<file path="src/rss_pkg.sv">
// package: register map, field positions, reset values and timing constants
package rss_pkg;

   // ***************************************************************
   // clock and delay times
   // ***************************************************************
   localparam int unsigned CLK_HZ        = 40_000_000;
   localparam int unsigned T100_MS       = 100;
   localparam int unsigned T500_MS       = 500;
   localparam int unsigned T1_S          = 1;
   localparam int unsigned T5_S          = 5;
   localparam int unsigned CYC_100MS     = CLK_HZ / 1000 * T100_MS;
   localparam int unsigned CYC_500MS     = CLK_HZ / 1000 * T500_MS;
   localparam int unsigned CYC_1S        = CLK_HZ * T1_S;
   localparam int unsigned CYC_5S        = CLK_HZ * T5_S;
   localparam int unsigned TMR_W         = 28;

   // ***************************************************************
   // register byte addresses
   // ***************************************************************
   localparam logic [7:0] ADDR_CFG2      = 8'h08;
   localparam logic [7:0] ADDR_CFG3      = 8'h0C;
   localparam logic [7:0] ADDR_SHUTDOWN  = 8'h14;
   localparam logic [7:0] ADDR_FAULT     = 8'h18;
   localparam logic [7:0] ADDR_STATUS    = 8'h1C;

   // ***************************************************************
   // fields and values
   // ***************************************************************
   localparam int unsigned CFG2_RST_LSB  = 2;
   localparam int unsigned FLT_OV        = 7;
   localparam int unsigned FLT_UV        = 6;
   localparam int unsigned FLT_OC        = 5;
   localparam int unsigned FLT_RETRY     = 4;
   localparam logic [7:0] SHUT_ON        = 8'hAA;
   localparam logic [7:0] SHUT_OFF       = 8'h00;
   localparam logic [7:0] CFG2_RESET     = 8'h40;
   localparam logic [7:0] CFG3_RESET     = 8'h00;
   localparam logic [7:0] FAULT_RESET    = 8'h00;
   localparam logic [1:0] AXI_OKAY       = 2'b00;
   localparam logic [1:0] AXI_SLVERR     = 2'b10;

endpackage : rss_pkg

</file>
<file path="src/rss_delay_timer.sv">
// one start-delay timer: counts while its start condition holds
module rss_delay_timer
   import rss_pkg::*;
#(
   parameter int unsigned C100 = CYC_100MS,
   parameter int unsigned C500 = CYC_500MS,
   parameter int unsigned C1S  = CYC_1S,
   parameter int unsigned C5S  = CYC_5S
) (
   input  wire logic       aclk,
   input  wire logic       aresetn,
   input  wire logic       start,
   input  wire logic [1:0] select,
   output logic            done
);
   import rss_pkg::*;

   logic [TMR_W-1:0] count;
   logic [TMR_W-1:0] limit;

   assign limit = (select == 2'b00) ? TMR_W'(C100 - 1) :
                  (select == 2'b01) ? TMR_W'(C500 - 1) :
                  (select == 2'b10) ? TMR_W'(C1S - 1)  : TMR_W'(C5S - 1);

   // withdrawing start restarts from zero [RQ23]
   always_ff @(posedge aclk) begin
      if (!aresetn || !start) begin
         count <= '0;
         done  <= 1'b0;
      end else if (!done) begin
         if (count >= limit) begin
            done <= 1'b1;
         end else begin
            count <= count + TMR_W'(1);
         end
      end
   end
endmodule : rss_delay_timer

</file>
<file path="src/rss_sequencer.sv">
// rail sequencer and reset supervisor with axi4-lite registers
// Summary of operation
// [RQ1] reset asserts only after power good and all rails good plus delay
// [RQ2] reset delay select: 100 ms, 500 ms, 1 s, 5 s
// [RQ3] low rail enable drives its rail good active after its delay
// [RQ4] each rail has its own delay select of the same four values
// [RQ5] rail good stays active while enable low, drops when enable high
// [RQ6] hot manual reset low forces gate off
// [RQ7] hot manual reset low clears shutdown register and retry failure
// [RQ8] hot manual reset high releases override, gate follows normal control
// [RQ9] other party holds hot manual reset low at least 5 us
// [RQ10] cold manual reset high forces power good inactive
// [RQ11] cold manual reset leaves gate control untouched
// [RQ12] other party holds cold manual reset high at least 5 us
// [RQ13] fault record loads all zeros at power up
// [RQ14] failure clears its fault bit; it stays zero until rewritten
// [RQ15] rail fault bit clears when that rail good goes active
// [RQ16] software writes all ones to fault record before monitoring
// [RQ17] software reads fault record after reset, then re-arms it
// [RQ18] writing AAh to shutdown register forces gate off
// [RQ19] writing 00h removes override, gate restarts power up
// [RQ20] shutdown register volatile, powers up zero
// [RQ21] software writes only AAh or 00h; register is write only
// [RQ22] fault bits: ov 7, uv 6, oc 5, retry 4, rails 3..0
// [RQ23] delay timers count clocks and restart when start withdrawn
// [RQ24] power good, gate and fault inputs sampled each clock
module rss_sequencer
   import rss_pkg::*;
#(
   parameter int unsigned NUM_RAILS = 4,
   parameter int unsigned C100      = CYC_100MS,
   parameter int unsigned C500      = CYC_500MS,
   parameter int unsigned C1S       = CYC_1S,
   parameter int unsigned C5S       = CYC_5S
) (
   input  wire logic                 aclk,
   input  wire logic                 aresetn,
   // axi4-lite slave
   input  wire logic [7:0]           s_axi_awaddr,
   input  wire logic                 s_axi_awvalid,
   output logic                      s_axi_awready,
   input  wire logic [31:0]          s_axi_wdata,
   input  wire logic [3:0]           s_axi_wstrb,
   input  wire logic                 s_axi_wvalid,
   output logic                      s_axi_wready,
   output logic [1:0]                s_axi_bresp,
   output logic                      s_axi_bvalid,
   input  wire logic                 s_axi_bready,
   input  wire logic [7:0]           s_axi_araddr,
   input  wire logic                 s_axi_arvalid,
   output logic                      s_axi_arready,
   output logic [31:0]               s_axi_rdata,
   output logic [1:0]                s_axi_rresp,
   output logic                      s_axi_rvalid,
   input  wire logic                 s_axi_rready,
   // pins
   input  wire logic [NUM_RAILS-1:0] rail_enable_in_n,
   input  wire logic                 hot_side_manual_reset_n,
   input  wire logic                 cold_side_manual_reset,
   // from the analog hot-swap side, same clock
   input  wire logic                 power_good_raw_n,
   input  wire logic                 gate_control_on,
   input  wire logic                 overvoltage,
   input  wire logic                 undervoltage,
   input  wire logic                 overcurrent,
   input  wire logic                 retry_failure,
   // outputs
   output logic [NUM_RAILS-1:0]      rail_good_out_n,
   output logic                      power_good_n,
   output logic                      gate_on,
   output logic                      system_reset,
   output logic                      retry_failure_flag
);
   import rss_pkg::*;

   // ***************************************************************
   // pin synchronisers
   // ***************************************************************
   logic [NUM_RAILS-1:0] en_meta, en_sync;
   logic                 hot_meta, hot_sync;
   logic                 cold_meta, cold_sync;

   always_ff @(posedge aclk) begin
      if (!aresetn) begin
         en_meta   <= '1;
         en_sync   <= '1;
         hot_meta  <= 1'b1;
         hot_sync  <= 1'b1;
         cold_meta <= 1'b0;
         cold_sync <= 1'b0;
      end else begin
         en_meta   <= rail_enable_in_n;
         en_sync   <= en_meta;
         hot_meta  <= hot_side_manual_reset_n;
         hot_sync  <= hot_meta;
         cold_meta <= cold_side_manual_reset;
         cold_sync <= cold_meta;
      end
   end

   // ***************************************************************
   // registers
   // ***************************************************************
   logic [7:0]           config_register_two;
   logic [7:0]           config_register_three;
   logic [7:0]           remote_shutdown_register;
   logic [7:0]           fault_record_register;
   logic [7:0]           next_fault;
   logic [7:0]           fault_event;
   logic [NUM_RAILS-1:0] rail_done;
   logic [NUM_RAILS-1:0] rail_good_q;
   logic                 pg_forced_n;
   logic                 all_good;
   logic                 reset_done;
   logic                 shut_override;

   // ***************************************************************
   // rail timers
   // ***************************************************************
   genvar gi;
   generate
      for (gi = 0; gi < NUM_RAILS; gi++) begin : g_rail
         rss_delay_timer #(
            .C100 (C100),
            .C500 (C500),
            .C1S  (C1S),
            .C5S  (C5S)
         ) u_tmr (
            .aclk    (aclk),
            .aresetn (aresetn),
            .start   (!en_sync[gi]),                           // [RQ3] [RQ5]
            .select  (config_register_three[2*gi +: 2]),      // [RQ4]
            .done    (rail_done[gi])
         );
      end
   endgenerate

   // ***************************************************************
   // power good, reset, gate
   // ***************************************************************
   assign pg_forced_n = power_good_raw_n | cold_sync;                      // [RQ10] [RQ24]
   assign all_good    = !pg_forced_n && (&rail_good_q);                    // [RQ1]

   rss_delay_timer #(
      .C100 (C100),
      .C500 (C500),
      .C1S  (C1S),
      .C5S  (C5S)
   ) u_rst_tmr (
      .aclk    (aclk),
      .aresetn (aresetn),
      .start   (all_good),                                                 // [RQ1]
      .select  (config_register_two[CFG2_RST_LSB +: 2]),                  // [RQ2]
      .done    (reset_done)
   );

   assign shut_override = (remote_shutdown_register == SHUT_ON);           // [RQ18] [RQ19]

   // gate ignores the cold-side reset entirely [RQ11]
   always_ff @(posedge aclk) begin
      if (!aresetn) begin
         rail_good_q  <= '0;
         power_good_n <= 1'b1;
         gate_on      <= 1'b0;
         system_reset <= 1'b0;
      end else begin
         rail_good_q  <= rail_done;                                        // [RQ3]
         power_good_n <= pg_forced_n;                                      // [RQ10]
         gate_on      <= gate_control_on && hot_sync && !shut_override;    // [RQ6] [RQ8]
         system_reset <= reset_done;                                       // [RQ1]
      end
   end

   assign rail_good_out_n = ~rail_good_q;

   // ***************************************************************
   // fault record
   // ***************************************************************
   assign fault_event = {overvoltage, undervoltage, overcurrent,
                         retry_failure_flag, rail_good_q[3:0]};            // [RQ22] [RQ15]

   // ***************************************************************
   // axi4-lite slave
   // ***************************************************************
   logic       aw_held, w_held;
   logic [7:0] aw_addr;
   logic [7:0] w_data;
   logic       w_lane0;
   logic       wr_fire;
   logic       wr_hit;
   logic       rd_hit;
   logic [7:0] rd_val;

   assign s_axi_awready = !aw_held && !s_axi_bvalid;
   assign s_axi_wready  = !w_held && !s_axi_bvalid;
   assign s_axi_arready = !s_axi_rvalid;
   assign wr_fire       = aw_held && w_held && !s_axi_bvalid;
   assign wr_hit        = (aw_addr == ADDR_CFG2) || (aw_addr == ADDR_CFG3) ||
                          (aw_addr == ADDR_SHUTDOWN) || (aw_addr == ADDR_FAULT);
   // shutdown register is write only: it reads as an error [RQ21]
   assign rd_hit        = (s_axi_araddr == ADDR_CFG2) || (s_axi_araddr == ADDR_CFG3) ||
                          (s_axi_araddr == ADDR_FAULT) || (s_axi_araddr == ADDR_STATUS);
   assign rd_val = (s_axi_araddr == ADDR_CFG2)  ? config_register_two :
                   (s_axi_araddr == ADDR_CFG3)  ? config_register_three :
                   (s_axi_araddr == ADDR_FAULT) ? fault_record_register :
                   (s_axi_araddr == ADDR_STATUS) ?
                      {system_reset, power_good_n, gate_on, shut_override, rail_good_q[3:0]} :
                      8'h00;

   // a failure the same cycle as a software rewrite still clears the bit
   always_comb begin
      next_fault = fault_record_register;
      if (wr_fire && w_lane0 && aw_addr == ADDR_FAULT) begin
         next_fault = w_data;                                              // [RQ17]
      end
      next_fault[FLT_OV]    = next_fault[FLT_OV] & ~fault_event[FLT_OV];   // [RQ14] [RQ24]
      next_fault[FLT_UV]    = next_fault[FLT_UV] & ~fault_event[FLT_UV];
      next_fault[FLT_OC]    = next_fault[FLT_OC] & ~fault_event[FLT_OC];
      next_fault[FLT_RETRY] = next_fault[FLT_RETRY] & ~fault_event[FLT_RETRY];
      next_fault[3:0]       = next_fault[3:0] & ~fault_event[3:0];         // [RQ15]
   end

   always_ff @(posedge aclk) begin
      if (!aresetn) begin
         aw_held <= 1'b0;
         w_held  <= 1'b0;
         aw_addr <= 8'h00;
         w_data  <= 8'h00;
         w_lane0 <= 1'b0;
      end else begin
         if (s_axi_awvalid && s_axi_awready) begin
            aw_held <= 1'b1;
            aw_addr <= s_axi_awaddr;
         end else if (wr_fire) begin
            aw_held <= 1'b0;
         end
         if (s_axi_wvalid && s_axi_wready) begin
            w_held  <= 1'b1;
            w_data  <= s_axi_wdata[7:0];
            w_lane0 <= s_axi_wstrb[0];
         end else if (wr_fire) begin
            w_held <= 1'b0;
         end
      end
   end

   always_ff @(posedge aclk) begin
      if (!aresetn) begin
         s_axi_bvalid <= 1'b0;
         s_axi_bresp  <= AXI_OKAY;
         s_axi_rvalid <= 1'b0;
         s_axi_rresp  <= AXI_OKAY;
         s_axi_rdata  <= 32'h0000_0000;
      end else begin
         if (wr_fire) begin
            s_axi_bvalid <= 1'b1;
            s_axi_bresp  <= wr_hit ? AXI_OKAY : AXI_SLVERR;
         end else if (s_axi_bready) begin
            s_axi_bvalid <= 1'b0;
         end
         if (s_axi_arvalid && s_axi_arready) begin
            s_axi_rvalid <= 1'b1;
            s_axi_rresp  <= rd_hit ? AXI_OKAY : AXI_SLVERR;
            s_axi_rdata  <= {24'h00_0000, rd_val};
         end else if (s_axi_rready) begin
            s_axi_rvalid <= 1'b0;
         end
      end
   end

   // ***************************************************************
   // register storage
   // ***************************************************************
   always_ff @(posedge aclk) begin
      if (!aresetn) begin
         config_register_two      <= CFG2_RESET;
         config_register_three    <= CFG3_RESET;
         remote_shutdown_register <= SHUT_OFF;                             // [RQ20]
         fault_record_register    <= FAULT_RESET;                          // [RQ13]
         retry_failure_flag       <= 1'b0;
      end else begin
         fault_record_register <= next_fault;
         if (wr_fire && w_lane0 && aw_addr == ADDR_CFG2) begin
            config_register_two <= w_data;
         end
         if (wr_fire && w_lane0 && aw_addr == ADDR_CFG3) begin
            config_register_three <= w_data;
         end
         if (!hot_sync) begin
            remote_shutdown_register <= SHUT_OFF;                          // [RQ7]
         end else if (wr_fire && w_lane0 && aw_addr == ADDR_SHUTDOWN) begin
            remote_shutdown_register <= w_data;                            // [RQ18] [RQ19]
         end
         // a retry failure during hot reset still sets the flag: the event wins
         if (retry_failure) begin
            retry_failure_flag <= 1'b1;
         end else if (!hot_sync) begin
            retry_failure_flag <= 1'b0;                                    // [RQ7]
         end
      end
   end

endmodule : rss_sequencer

</file>
<file path="config.mk">
export PLATFORM = sky130hd
export DESIGN_NAME = rss_sequencer
export DESIGN_NICKNAME = d
export VERILOG_FILES = /design/src/rss_pkg.sv /design/src/rss_delay_timer.sv /design/src/rss_sequencer.sv
export SDC_FILE = /design/constraint.sdc
export NUM_CORES = 1
export LEC_CHECK = 0
export CORE_MARGIN = 5
export CORE_UTILIZATION = 60
export CTS_BUF_LIST = sky130_fd_sc_hd__clkbuf_16
export DETAILED_ROUTE_END_ITERATION = 10
export DONT_BUFFER_PORTS = 1
export PLACE_DENSITY_LB_ADDON = 0.2
export SLEW_MARGIN = 20
export SYNTH_ARGS = -nofsm -noshare
export SYNTH_HDL_FRONTEND = slang
export SYNTH_SLANG_ARGS = --single-unit
</file>
<file path="constraint.sdc">
create_clock -name aclk -period 4.4 [get_ports aclk]
set_input_delay 0.88 -clock aclk [delete_from_list [all_inputs] [get_ports aclk]]
set_output_delay 0.88 -clock aclk [all_outputs]
set_load 0.005 [all_outputs]
</file>
[After elaboration in Yosys (flattened, before gate mapping)]
Index checks and enable logic that the tools add are counted.
Word-level totals
  flip-flop bits (word level): 230
  bits of input ports: 71
  output and inout port bits: 49
  word-level logic and storage cells: 177
Cells by class
  add/sub/neg operators: 5
  order comparisons: 5
  equal/unequal tests: 20
  mux-type cells: 41
  bitwise gates (word level): 21
  reduce and logical (&&, ||, !) cells: 50
Operators with widths (count)
  28-bit two-way mux: 15
  28-bit by 1-bit adder with 28-bit output, second input constant: 5
  28-bit greater-or-equal comparator: 5
  8-bit two-way mux: 5
  8-bit by 4-bit == test with 1-bit output, second input constant: 4
  8-bit by 5-bit == test with 1-bit output, second input constant: 4
  1-bit two-way mux: 19
  1-bit logical AND: 15
  1-bit NOT: 14
  2-bit AND reduction: 6
  1-bit logical OR: 11
  2-bit by 1-bit == test with 1-bit output, second input constant: 5
  2-bit == test, second input constant: 5
  2-bit logical NOT: 5
  8-bit == test, second input constant: 1
  1-bit logical NOT: 8
  2-bit nonzero test: 4
  1-bit AND: 4
  4-bit AND: 1
  2-bit two-way mux: 2
  4-bit NOT: 1
  4-bit AND reduction: 1
  2-bit inequality test, second input constant: 1
  1-bit OR: 1

[Logic depth before layout (Yosys ltp)]
Gate-level depths: netlist of run 1.
  depth in word-level cells: 7
  gate-level depth with buffers: 13
  mapped depth without buffers: 10

[By module]
From an unflattened synthesis of run 1, not the netlist that was laid out.
Unflattened totals
  cell total of the unflattened synthesis: 1551
  area, all modules: 13568.0 sq um
By module, submodules not included
  rss_delay_timer at g_rail[1].u_tmr ...: instances 3, cells each 246, area an instance 2104.5 sq um, sequential area each 580.6 sq um
  rss_sequencer: instances 1, cells each 357, area an instance 3478.3 sq um, sequential area each 1661.6 sq um
  rss_delay_timer at g_rail[0].u_tmr: instances 1, cells each 228, area an instance 1903.1 sq um, sequential area each 580.6 sq um
  rss_delay_timer at u_rst_tmr: instances 1, cells each 228, area an instance 1873.0 sq um, sequential area each 580.6 sq um

[Least setup slack after synthesis of run 1]
No wires, ideal clock.
  path kind: register -> register
  from: reg config_register_three[4]
  to: reg g_rail[2].u_tmr.count[7]
  library setup time: 116 ps
  arrival: 3056 ps
  required time: 4284 ps
  setup slack: 1229 ps
  cell stages (with the launch flop): 12
  path buffers: 1
  clock period less this slack: 3171 ps
  cells stage by stage: dfxtp_1 inv_1 ha_1 or2_2 ha_1 a211o_1 a211oi_1 o21ai_1 nor4_2 buf_2 a21oi_1 a31o_1
On the way
  word-level cells in the longest chain between the ends: 7
  elaborated cells on any way between the ends: 9
  classes of those cells: 1 x order compare; 2 x eq/ne; 3 x mux; 1 x bitwise; 2 x reduce/logical
RTL lines
  start: declaration: line rss_sequencer.sv:105  | logic [7:0] config_register_three;
  start signal: assignment: line rss_sequencer.sv:287  | config_register_three <= w_data;
  2-bit == test: line rss_delay_timer.sv:23  | (select == 2'b10) ? TMR_W'(C1S - 1) : TMR_W'(C5S - 1);
  28-bit two-way mux: line rss_delay_timer.sv:23
  28-bit two-way mux: line rss_delay_timer.sv:22  | (select == 2'b01) ? TMR_W'(C500 - 1) :
  28-bit two-way mux *: line rss_delay_timer.sv:21  | assign limit = (select == 2'b00) ? TMR_W'(C100 - 1) :
  28-bit greater-or-equal comparator *: line rss_delay_timer.sv:31  | if (count >= limit) begin
  1-bit NOT (no source line) *
  2-bit AND reduction (no source line) *
  end signal: assignment: line rss_delay_timer.sv:34  | count <= count + TMR_W'(1);
  end: declaration: line rss_delay_timer.sv:18  | logic [TMR_W-1:0] count;
Every way passes the cells marked *; elsewhere a longest branch is shown, timed or not.
A chain may end at the register's enable or synchronous reset.

[Worst setup path in the final report of run 1]
  from: reg config_register_three[0]
  to: reg g_rail[0].u_tmr.count[27]
On the way
  word-level cells in the longest chain between the ends: 7
  elaborated cells on any way between the ends: 9
  classes of those cells: 1 x order compare; 2 x eq/ne; 3 x mux; 1 x bitwise; 2 x reduce/logical
RTL lines (line)
  2-bit == test: rss_delay_timer.sv:23
  28-bit two-way mux: rss_delay_timer.sv:23
  28-bit two-way mux: rss_delay_timer.sv:22
  28-bit two-way mux *: rss_delay_timer.sv:21
  28-bit greater-or-equal comparator *: rss_delay_timer.sv:31
  1-bit NOT (no source line) *
  2-bit AND reduction (no source line) *
  end signal: assignment: rss_delay_timer.sv:34
  end: declaration: rss_delay_timer.sv:18
Marks and branches as above.

==> results of run 1 <==
[registers in the layout, indices dropped and copies added (netlist names), 4 cells and up]
| register | count |
|---|---|
| aw_addr | 8 |
| config_register_three | 8 |
| g_rail.u_tmr.count | 112 |
| en_meta | 4 |
| remote_shutdown_register | 8 |
| en_sync | 4 |
| g_rail.u_tmr.done | 4 |
| s_axi_rdata | 8 |
| rail_good_q | 4 |
| fault_record_register | 8 |
| w_data | 8 |
| config_register_two | 8 |
| u_rst_tmr.count | 28 |
[cell type report]
cell class / instances / share of cell area [%]
Clock inverter: 20 / 1.65
Timing Repair Buffer: 10 / 0.624
Tap cell: 280 / 2.49
Inverter: 62 / 1.66
Sequential cell: 228 / 32.5
Multi-Input combinational cell: 1150 / 56.6
Clock buffer: 25 / 4.46
[power by group through the flow]
stage	clock, mW	sequential (mW)	combinational, mW
after floorplan	0	2.15	0.0913
after CTS	2.23	2.11	0.0777
final	2.18	2.11	0.0781
after detailed placement	0	2.16	0.0776
after global placement	0	2.16	0.0751
after global routing	2.32	2.11	0.0889
[placed cells by master (no fill, tap or decap), types with 28 or more instances in the layout]
cell     netlist  final
a21oi_1      117    117
dfxtp_1      228    228
mux2i_1       32     32
inv_1         62     63
o21ai_0       72     72
nand3_1       58     58
ha_1         125    125
nor2_1        79     79
nand4_1       68     68
or3_1         62     62
nor2b_1       29     28
nand2_1      109    109
[critical path, cell delays in order (launching register included)]
cell	delay, ns
dfxtp_1	0.46
inv_1	0.15
ha_1	0.25
or2_2	0.37
ha_1	0.32
a211o_1	0.30
a211o_1	0.34
a211oi_4	0.41
nand4_1	0.47
or4_1	0.60
a21oi_1	0.14
[Yosys cell counts, types with 4 or more instances]
master | number | share of area [%]
a211o_1 | 8 | 0.54
a211oi_1 | 4 | 0.23
a21boi_0 | 20 | 1.2
a21oi_1 | 117 | 4.5
a22oi_1 | 8 | 0.46
a31o_1 | 5 | 0.34
a31o_2 | 9 | 0.60
a31oi_1 | 4 | 0.19
and2_1 | 19 | 0.91
and3_1 | 26 | 1.2
and4_1 | 13 | 0.87
buf_1 | 5 | 0.14
buf_2 | 5 | 0.19
buf_4 | 26 | 1.5
clkbuf_1 | 44 | 1.3
dfxtp_1 | 228 | 35
ha_1 | 125 | 12
inv_1 | 62 | 1.8
mux2_1 | 4 | 0.35
mux2i_1 | 32 | 2.5
mux4_2 | 8 | 1.4
nand2_1 | 109 | 3.1
nand2b_1 | 21 | 1.0
nand3_1 | 58 | 2.2
nand4_1 | 68 | 3.3
nand4b_1 | 9 | 0.60
nor2_1 | 79 | 2.3
nor2b_1 | 29 | 1.4
nor3_1 | 27 | 1.0
nor3b_1 | 7 | 0.40
nor4_1 | 14 | 0.67
o2111ai_1 | 7 | 0.47
o211ai_1 | 7 | 0.40
o21a_1 | 13 | 0.75
o21ai_0 | 72 | 2.8
o21ai_1 | 7 | 0.27
o311ai_0 | 4 | 0.27
o31ai_1 | 19 | 1.1
o41ai_1 | 6 | 0.40
or2_2 | 10 | 0.48
or3_1 | 62 | 3.0
or4_1 | 26 | 1.5
xnor2_1 | 16 | 1.1
xor2_1 | 13 | 0.87
[path summary, 6_finish.rpt]
check	endpoint	cells past startpoint
worst max register to register	g_rail[0].u_tmr.count[27]	10
worst min register to register	en_sync[1]	1
worst max-delay path	g_rail[0].u_tmr.count[27]	10
worst min-delay path	en_sync[1]	1
[cell families (layout without fill, tap and decap cells)]
kind of cell             Yosys count  count (layout)
flip-flops                       228             228
buffers and inverters            142             117
AND/OR/NAND/NOR                  597             597
XOR/XNOR                          29              29
multiplexers                      44              44
other                              1              26
AO/OA/AOI/OAI                    329             329
adder cells (fa/ha/maj)          125             125
[stage by stage]
step	setup slack, ns	utilization, %	std cells
final	0.492	64.9	1775
after floorplan	1.23	-	1520
after global routing	0.277	64.9	1775
after global placement	0.617	60.9	1730
after detailed placement	0.540	60.9	1730
after CTS	0.519	64.9	1775
[routing by layer]
metal  GRT usage (%)  wire [um]  vias to the layer above
met1            29.7      13100                     5182
met5               0          0                        -
met3            3.96       1270                       55
met4            7.13        864                        0
li1                -          -                     5441
met2            41.1      14200                      186
==> reports/qor.yml, run 1 <==
status: "finished, final reports clean"
p_sw_mw: 0.925
drive_gt1_share_pct: 6.76
maxSlewHeadroom_pct: 29.7
synth-edff-count: 0
muxShareOfSynthArea_pct: 4.18
grt-ovfl-total: 0
dr_total_vias: 10900
synth-seq-cells: 228
dominantRegCellSynth: "dfxtp_1"
worst_setup_path_start_kind: "flop"
crit_required_ns: 4.83
peakVddDrop_uv: 285
ys_warn_count: 0
initial_core_util_pct: 60.3
powerDensity_nw_per_um2: 311
track_usage_pct: 23.5
cp-startpoint: "config_register_three[0]"
clock-skew-final_ns: 0.00989
grt_start_max_net_pins: 84
nNetsFinal: 1673
num-fill-cells: 1786
clock_sinks: 228
worstHoldStart: "en_meta[1]"
ff2ff_setup_slack_ns: 0.49
p_int_mw: 3.45
final_cell_area_um2: 14000
cts_setup_buffers: 0
worstSetupEndpointType: "flop"
regArea_um2: 4560
io_pins: 120
synth_xor_area_share_pct: 1.95
coreArea_um2: 21600
synth_top_family_by_area: "simple AND/OR/NAND/NOR gates"
reg2reg_from: "config_register_three[0]"
finalSetupTns_ns: 0
routedWlPerCell_um: 16.6
die_x_um: 157
hold_path_class: "reg2reg"
ys_seq_area_share_pct: 35.0
syn_inst: 1495
ys_async_sr_fraction_pct: 0
total_power_mw: 4.37
whs_ns: 0.404
drt_iter0_markers: 633
finalCritPeriodShare_pct: 88.8
swShare_pct: 21.2
cts-resized-gates: 0
synth-simple-area-share_pct: 25.8
n_antenna_cell: 0
avgSynthCellArea_um2: 8.72
synth_cell_type_count: 75
combPwrFrac_pct: 1.8
worstPathArrival_ns: 4.34
clockBufferDepth: 3
clock.fmax_ghz: 0.256
worst_pin_slew_ns: 1.05
grt_pass1_vias: 10400
hpwl_mm: 21.0
period_needed_ns: 3.91
cp_max_fo: 11
critical_path_class: "reg2reg"
grt_pass1_wl_mm: 49.5
synth_compound_area_share_pct: 16.2
route.detailed.vias_per_inst: 6.12
die_h_um: 157
drv_slew: 0
clk_latency_ns: 0.52
htreeDepth: 1
p_clk_share_pct: 49.9
rows: 54
clkTransAtPathRegs_ns: 0.06
wl_mm: 29.5
multi_input_area_um2: 7950
rsz0062_at_grt: "false"
numCtsBuffers: 25
setup_viol: 0
seqPwrFrac_pct: 48.3
cts_tree: "yes"
hold_viol: 0
cts-root-buf: "clkbuf_16"
antenna_found_initial: 0
final_antenna_net_count: 0
drc: 0
placed_cell_area_um2: 13200
dr.pass1.iters: 5
power_leakage_nw: 5.05
die-area_um2: 24800
port_buffers: 0
netlist_area_um2: 13000
cap_violations: 0
hold_buffers: 0
synth_fa_ha_area_share_pct: 12.0
gp_congestion: 0.878
synthToLayoutAreaGrowth_pct: 7.71
Note: power is estimated with default switching activity, not from simulation.
==> run 2: changes to the inputs <==
--- a/config.mk
+++ b/config.mk
@@ -5,8 +5,10 @@
 export SDC_FILE = /design/constraint.sdc
 export NUM_CORES = 1
 export LEC_CHECK = 0
+export CELL_PAD_IN_SITES_DETAIL_PLACEMENT = 1
+export CELL_PAD_IN_SITES_GLOBAL_PLACEMENT = 1
 export CORE_MARGIN = 5
-export CORE_UTILIZATION = 60
+export CORE_UTILIZATION = 49
 export CTS_BUF_LIST = sky130_fd_sc_hd__clkbuf_16
 export DETAILED_ROUTE_END_ITERATION = 10
 export DONT_BUFFER_PORTS = 1
==> run 2 against run 1 <==
  * Sequential power barely moved
  * First-iteration DRC count fell by 18%
  * Global-route usage is 1.3 points lower
  * Routed wire length up 16%
  * Critical path depth rose by 1
  * Via count increased by 2.1%
  * Clock power rose by 5%
  * Combinational power rose by 5.1%
  * Fmax increased by 5.4%
  * Hold slack better by 0.0054 ns
  * Final cell count up 3.6%
  * Clock skew rose by 0.013 ns
  * Critical endpoint is now g_rail[1].u_tmr.count[23]
  * Largest cell class unchanged
  * Largest power group unchanged
==> reports/qor.yml, run 2 (synthesis gave the netlist of run 1 again) <==
use_met3_pct: 4.13  # was 3.96%
swShare_pct: 21.6  # was 21.2%
port_buffers: 0  # unchanged
grt-ovfl-total: 0  # unchanged
clock_sinks: 228  # unchanged
grt_start_max_net_pins: 84  # unchanged
hold_path_class: "reg2reg"  # unchanged
whs_ns: 0.410  # was 0.404 ns
status: "finished, final reports clean"  # unchanged
grt_pass1_vias: 11600  # was 10400
period_needed_ns: 3.71  # was 3.91 ns
peakVddDrop_uv: 292  # was 285 uV
numCtsBuffers: 27  # was 25
htreeDepth: 1  # unchanged
routedWlPerCell_um: 18.7  # was 16.6 um
worstPathArrival_ns: 4.17  # was 4.34 ns
rsz0062_at_grt: "false"  # unchanged
maxSlewHeadroom_pct: 32.1  # was 29.7%
clock.fmax_ghz: 0.270  # was 0.256 GHz
cts_tree: "yes"  # unchanged
p_sw_mw: 0.970  # was 0.925 mW
multi_input_area_um2: 7950  # unchanged
rows: 59  # was 54
combPwrFrac_pct: 1.8  # about the same
powerDensity_nw_per_um2: 316  # was 311 nW/um^2
cts-resized-gates: 0  # unchanged
die_h_um: 173  # was 157 um
dr_total_vias: 11100  # was 10900
drv_slew: 0  # unchanged
finalCritPeriodShare_pct: 84.3  # was 88.8%
seqPwrFrac_pct: 47.0  # was 48.3%
io_pins: 120  # unchanged
cap_violations: 0  # unchanged
antenna_found_initial: 2  # was 0
layout_commonest_cell: "dfxtp_1"  # unchanged
dr.pass1.iters: 4  # was 5
hold_depth: 1  # unchanged
track_usage_pct: 22.2  # was 23.5%
gp_congestion: 0.844  # was 0.878
clock-skew-final_ns: 0.0225  # was 0.00989 ns
worstSetupPathDepth: 11  # was 10
cts-root-buf: "clkbuf_16"  # unchanged
die-area_um2: 30000  # was 24800 um^2
critical_path_class: "reg2reg"  # unchanged
wl_mm: 34.3  # was 29.5 mm
finalSetupTns_ns: 0  # unchanged
critPathTopFamily: "simple AND/OR/NAND/NOR gates"  # unchanged
p_clk_share_pct: 51.1  # was 49.9%
clockBufferDepth: 3  # unchanged
nNetsFinal: 1682  # was 1673
p_int_mw: 3.52  # was 3.45 mW
grt_pass1_wl_mm: 57.5  # was 49.5 mm
worst_pin_slew_ns: 1.02  # was 1.05 ns
clk_latency_ns: 0.54  # was 0.52 ns
drive_gt1_share_pct: 7.18  # was 6.76%
regArea_um2: 4560  # unchanged
timing.critical_path.mode_cell: "ha_1"
largest_reg_flops: 112  # unchanged
initial_core_util_pct: 49.9  # was 60.3%
worstSetupEndpointType: "flop"  # unchanged
final_antenna_net_count: 0  # unchanged
cts_setup_buffers: 0  # unchanged
num-fill-cells: 3042  # was 1786
final_cell_mix: "dfxtp_1, ha_1, a21oi_1"  # unchanged
hold_buffers: 0  # unchanged
reg_top3: "g_rail.u_tmr.count x112, u_rst_tmr.count x28"  # unchanged
met2_usage_pct: 41.3  # was 41.1%
hpwl_mm: 24.9  # was 21.0 mm
r2r_cells: 11  # was 10
setup_viol: 0  # unchanged
power_leakage_nw: 5.12  # was 5.05 nW
worst_setup_path_start_kind: "flop"  # unchanged
path_cells: "inv_1 > ha_1 > or2_2 > ha_1 > a211oi_1 > nor2b_1 > a2111oi_4 > nand4_1 > buf_4 > or4_1 > a21oi_1"  # was inv_1 > ha_1 > or2_2 > ha_1 > a211o_1 > a211o_1 > a211oi_4 > nand4_1 > or4_1 > a21oi_1
die_x_um: 173  # was 157 um
gr-usage-met1_pct: 26.6  # was 29.7%
n_antenna_cell: 0  # unchanged
coreArea_um2: 26100  # was 21600 um^2
utilization_pct: 54.3  # was 64.9%
cp_max_fo: 12  # was 11
crit_buf_inv: 2  # was 1
crit_path_top_delay_cell: "or4_1"  # unchanged
drc: 0  # unchanged
synthToLayoutAreaGrowth_pct: 8.85  # was 7.71%
critPathMaxStageDelay_ns: 0.48  # was 0.60 ns
hold_viol: 0  # unchanged
clkTransAtPathRegs_ns: 0.06  # about the same
top_usage_layer: "met2"  # unchanged
crit_required_ns: 4.86  # was 4.83 ns
top_register: "g_rail.u_tmr.count"  # unchanged
route.detailed.vias_per_inst: 6.03  # was 6.12
drt_iter0_markers: 517  # was 633
[run 2: worst paths after layout]
| kind | slack (ns) | endpoint | from |
|---|---|---|---|
| worst max-delay path | 0.69 | g_rail[1].u_tmr.count[23] | config_register_three[2] |
| worst max register to register | 0.69 | g_rail[1].u_tmr.count[23] | config_register_three[2] |
| worst min register to register | 0.41 | en_sync[2] | en_meta[2] |
| worst min-delay path | 0.41 | en_sync[2] | en_meta[2] |
[run 2: layout make-up]
class / instances / area share [%]
multi-input combinational: 1150 / 56.0
sequential: 228 / 32.2
clock buffer: 27 / 4.76
tap: 335 / 2.95
inverter: 62 / 1.64
clock inverter: 20 / 1.56
timing repair buffer: 17 / 0.899
[run 2: metrics by stage]
stage | power [mW] | cells | setup slack [ns] | cell area [um^2]
2_1_floorplan | 2.24 | 1520 | 1.23 | 13100
3_3_place_gp | 2.23 | 1792 | 0.794 | 13300
3_5_place_dp | 2.24 | 1792 | 0.656 | 13300
4_1_cts | 4.54 | 1839 | 0.665 | 14200
5_1_grt | 4.63 | 1839 | 0.344 | 14200
6_report | 4.49 | 1839 | 0.690 | 14200
[run 2: power groups by stage]
stage | clock [mW] | sequential (mW) | combinational [mW]
floorplan | 0 | 2.15 | 0.0913
detailed placement | 0 | 2.16 | 0.0808
global placement | 0 | 2.16 | 0.0773
global route | 2.43 | 2.11 | 0.0918
CTS | 2.34 | 2.11 | 0.0819
finish | 2.29 | 2.11 | 0.0821
[run 2: routing by layer]
metal  vias up  share of wire [%]
li1       5453                  -
met1      5461                 43
met2       128                 50
met3        49                4.1
met4         4                2.1
met5         -              0.061
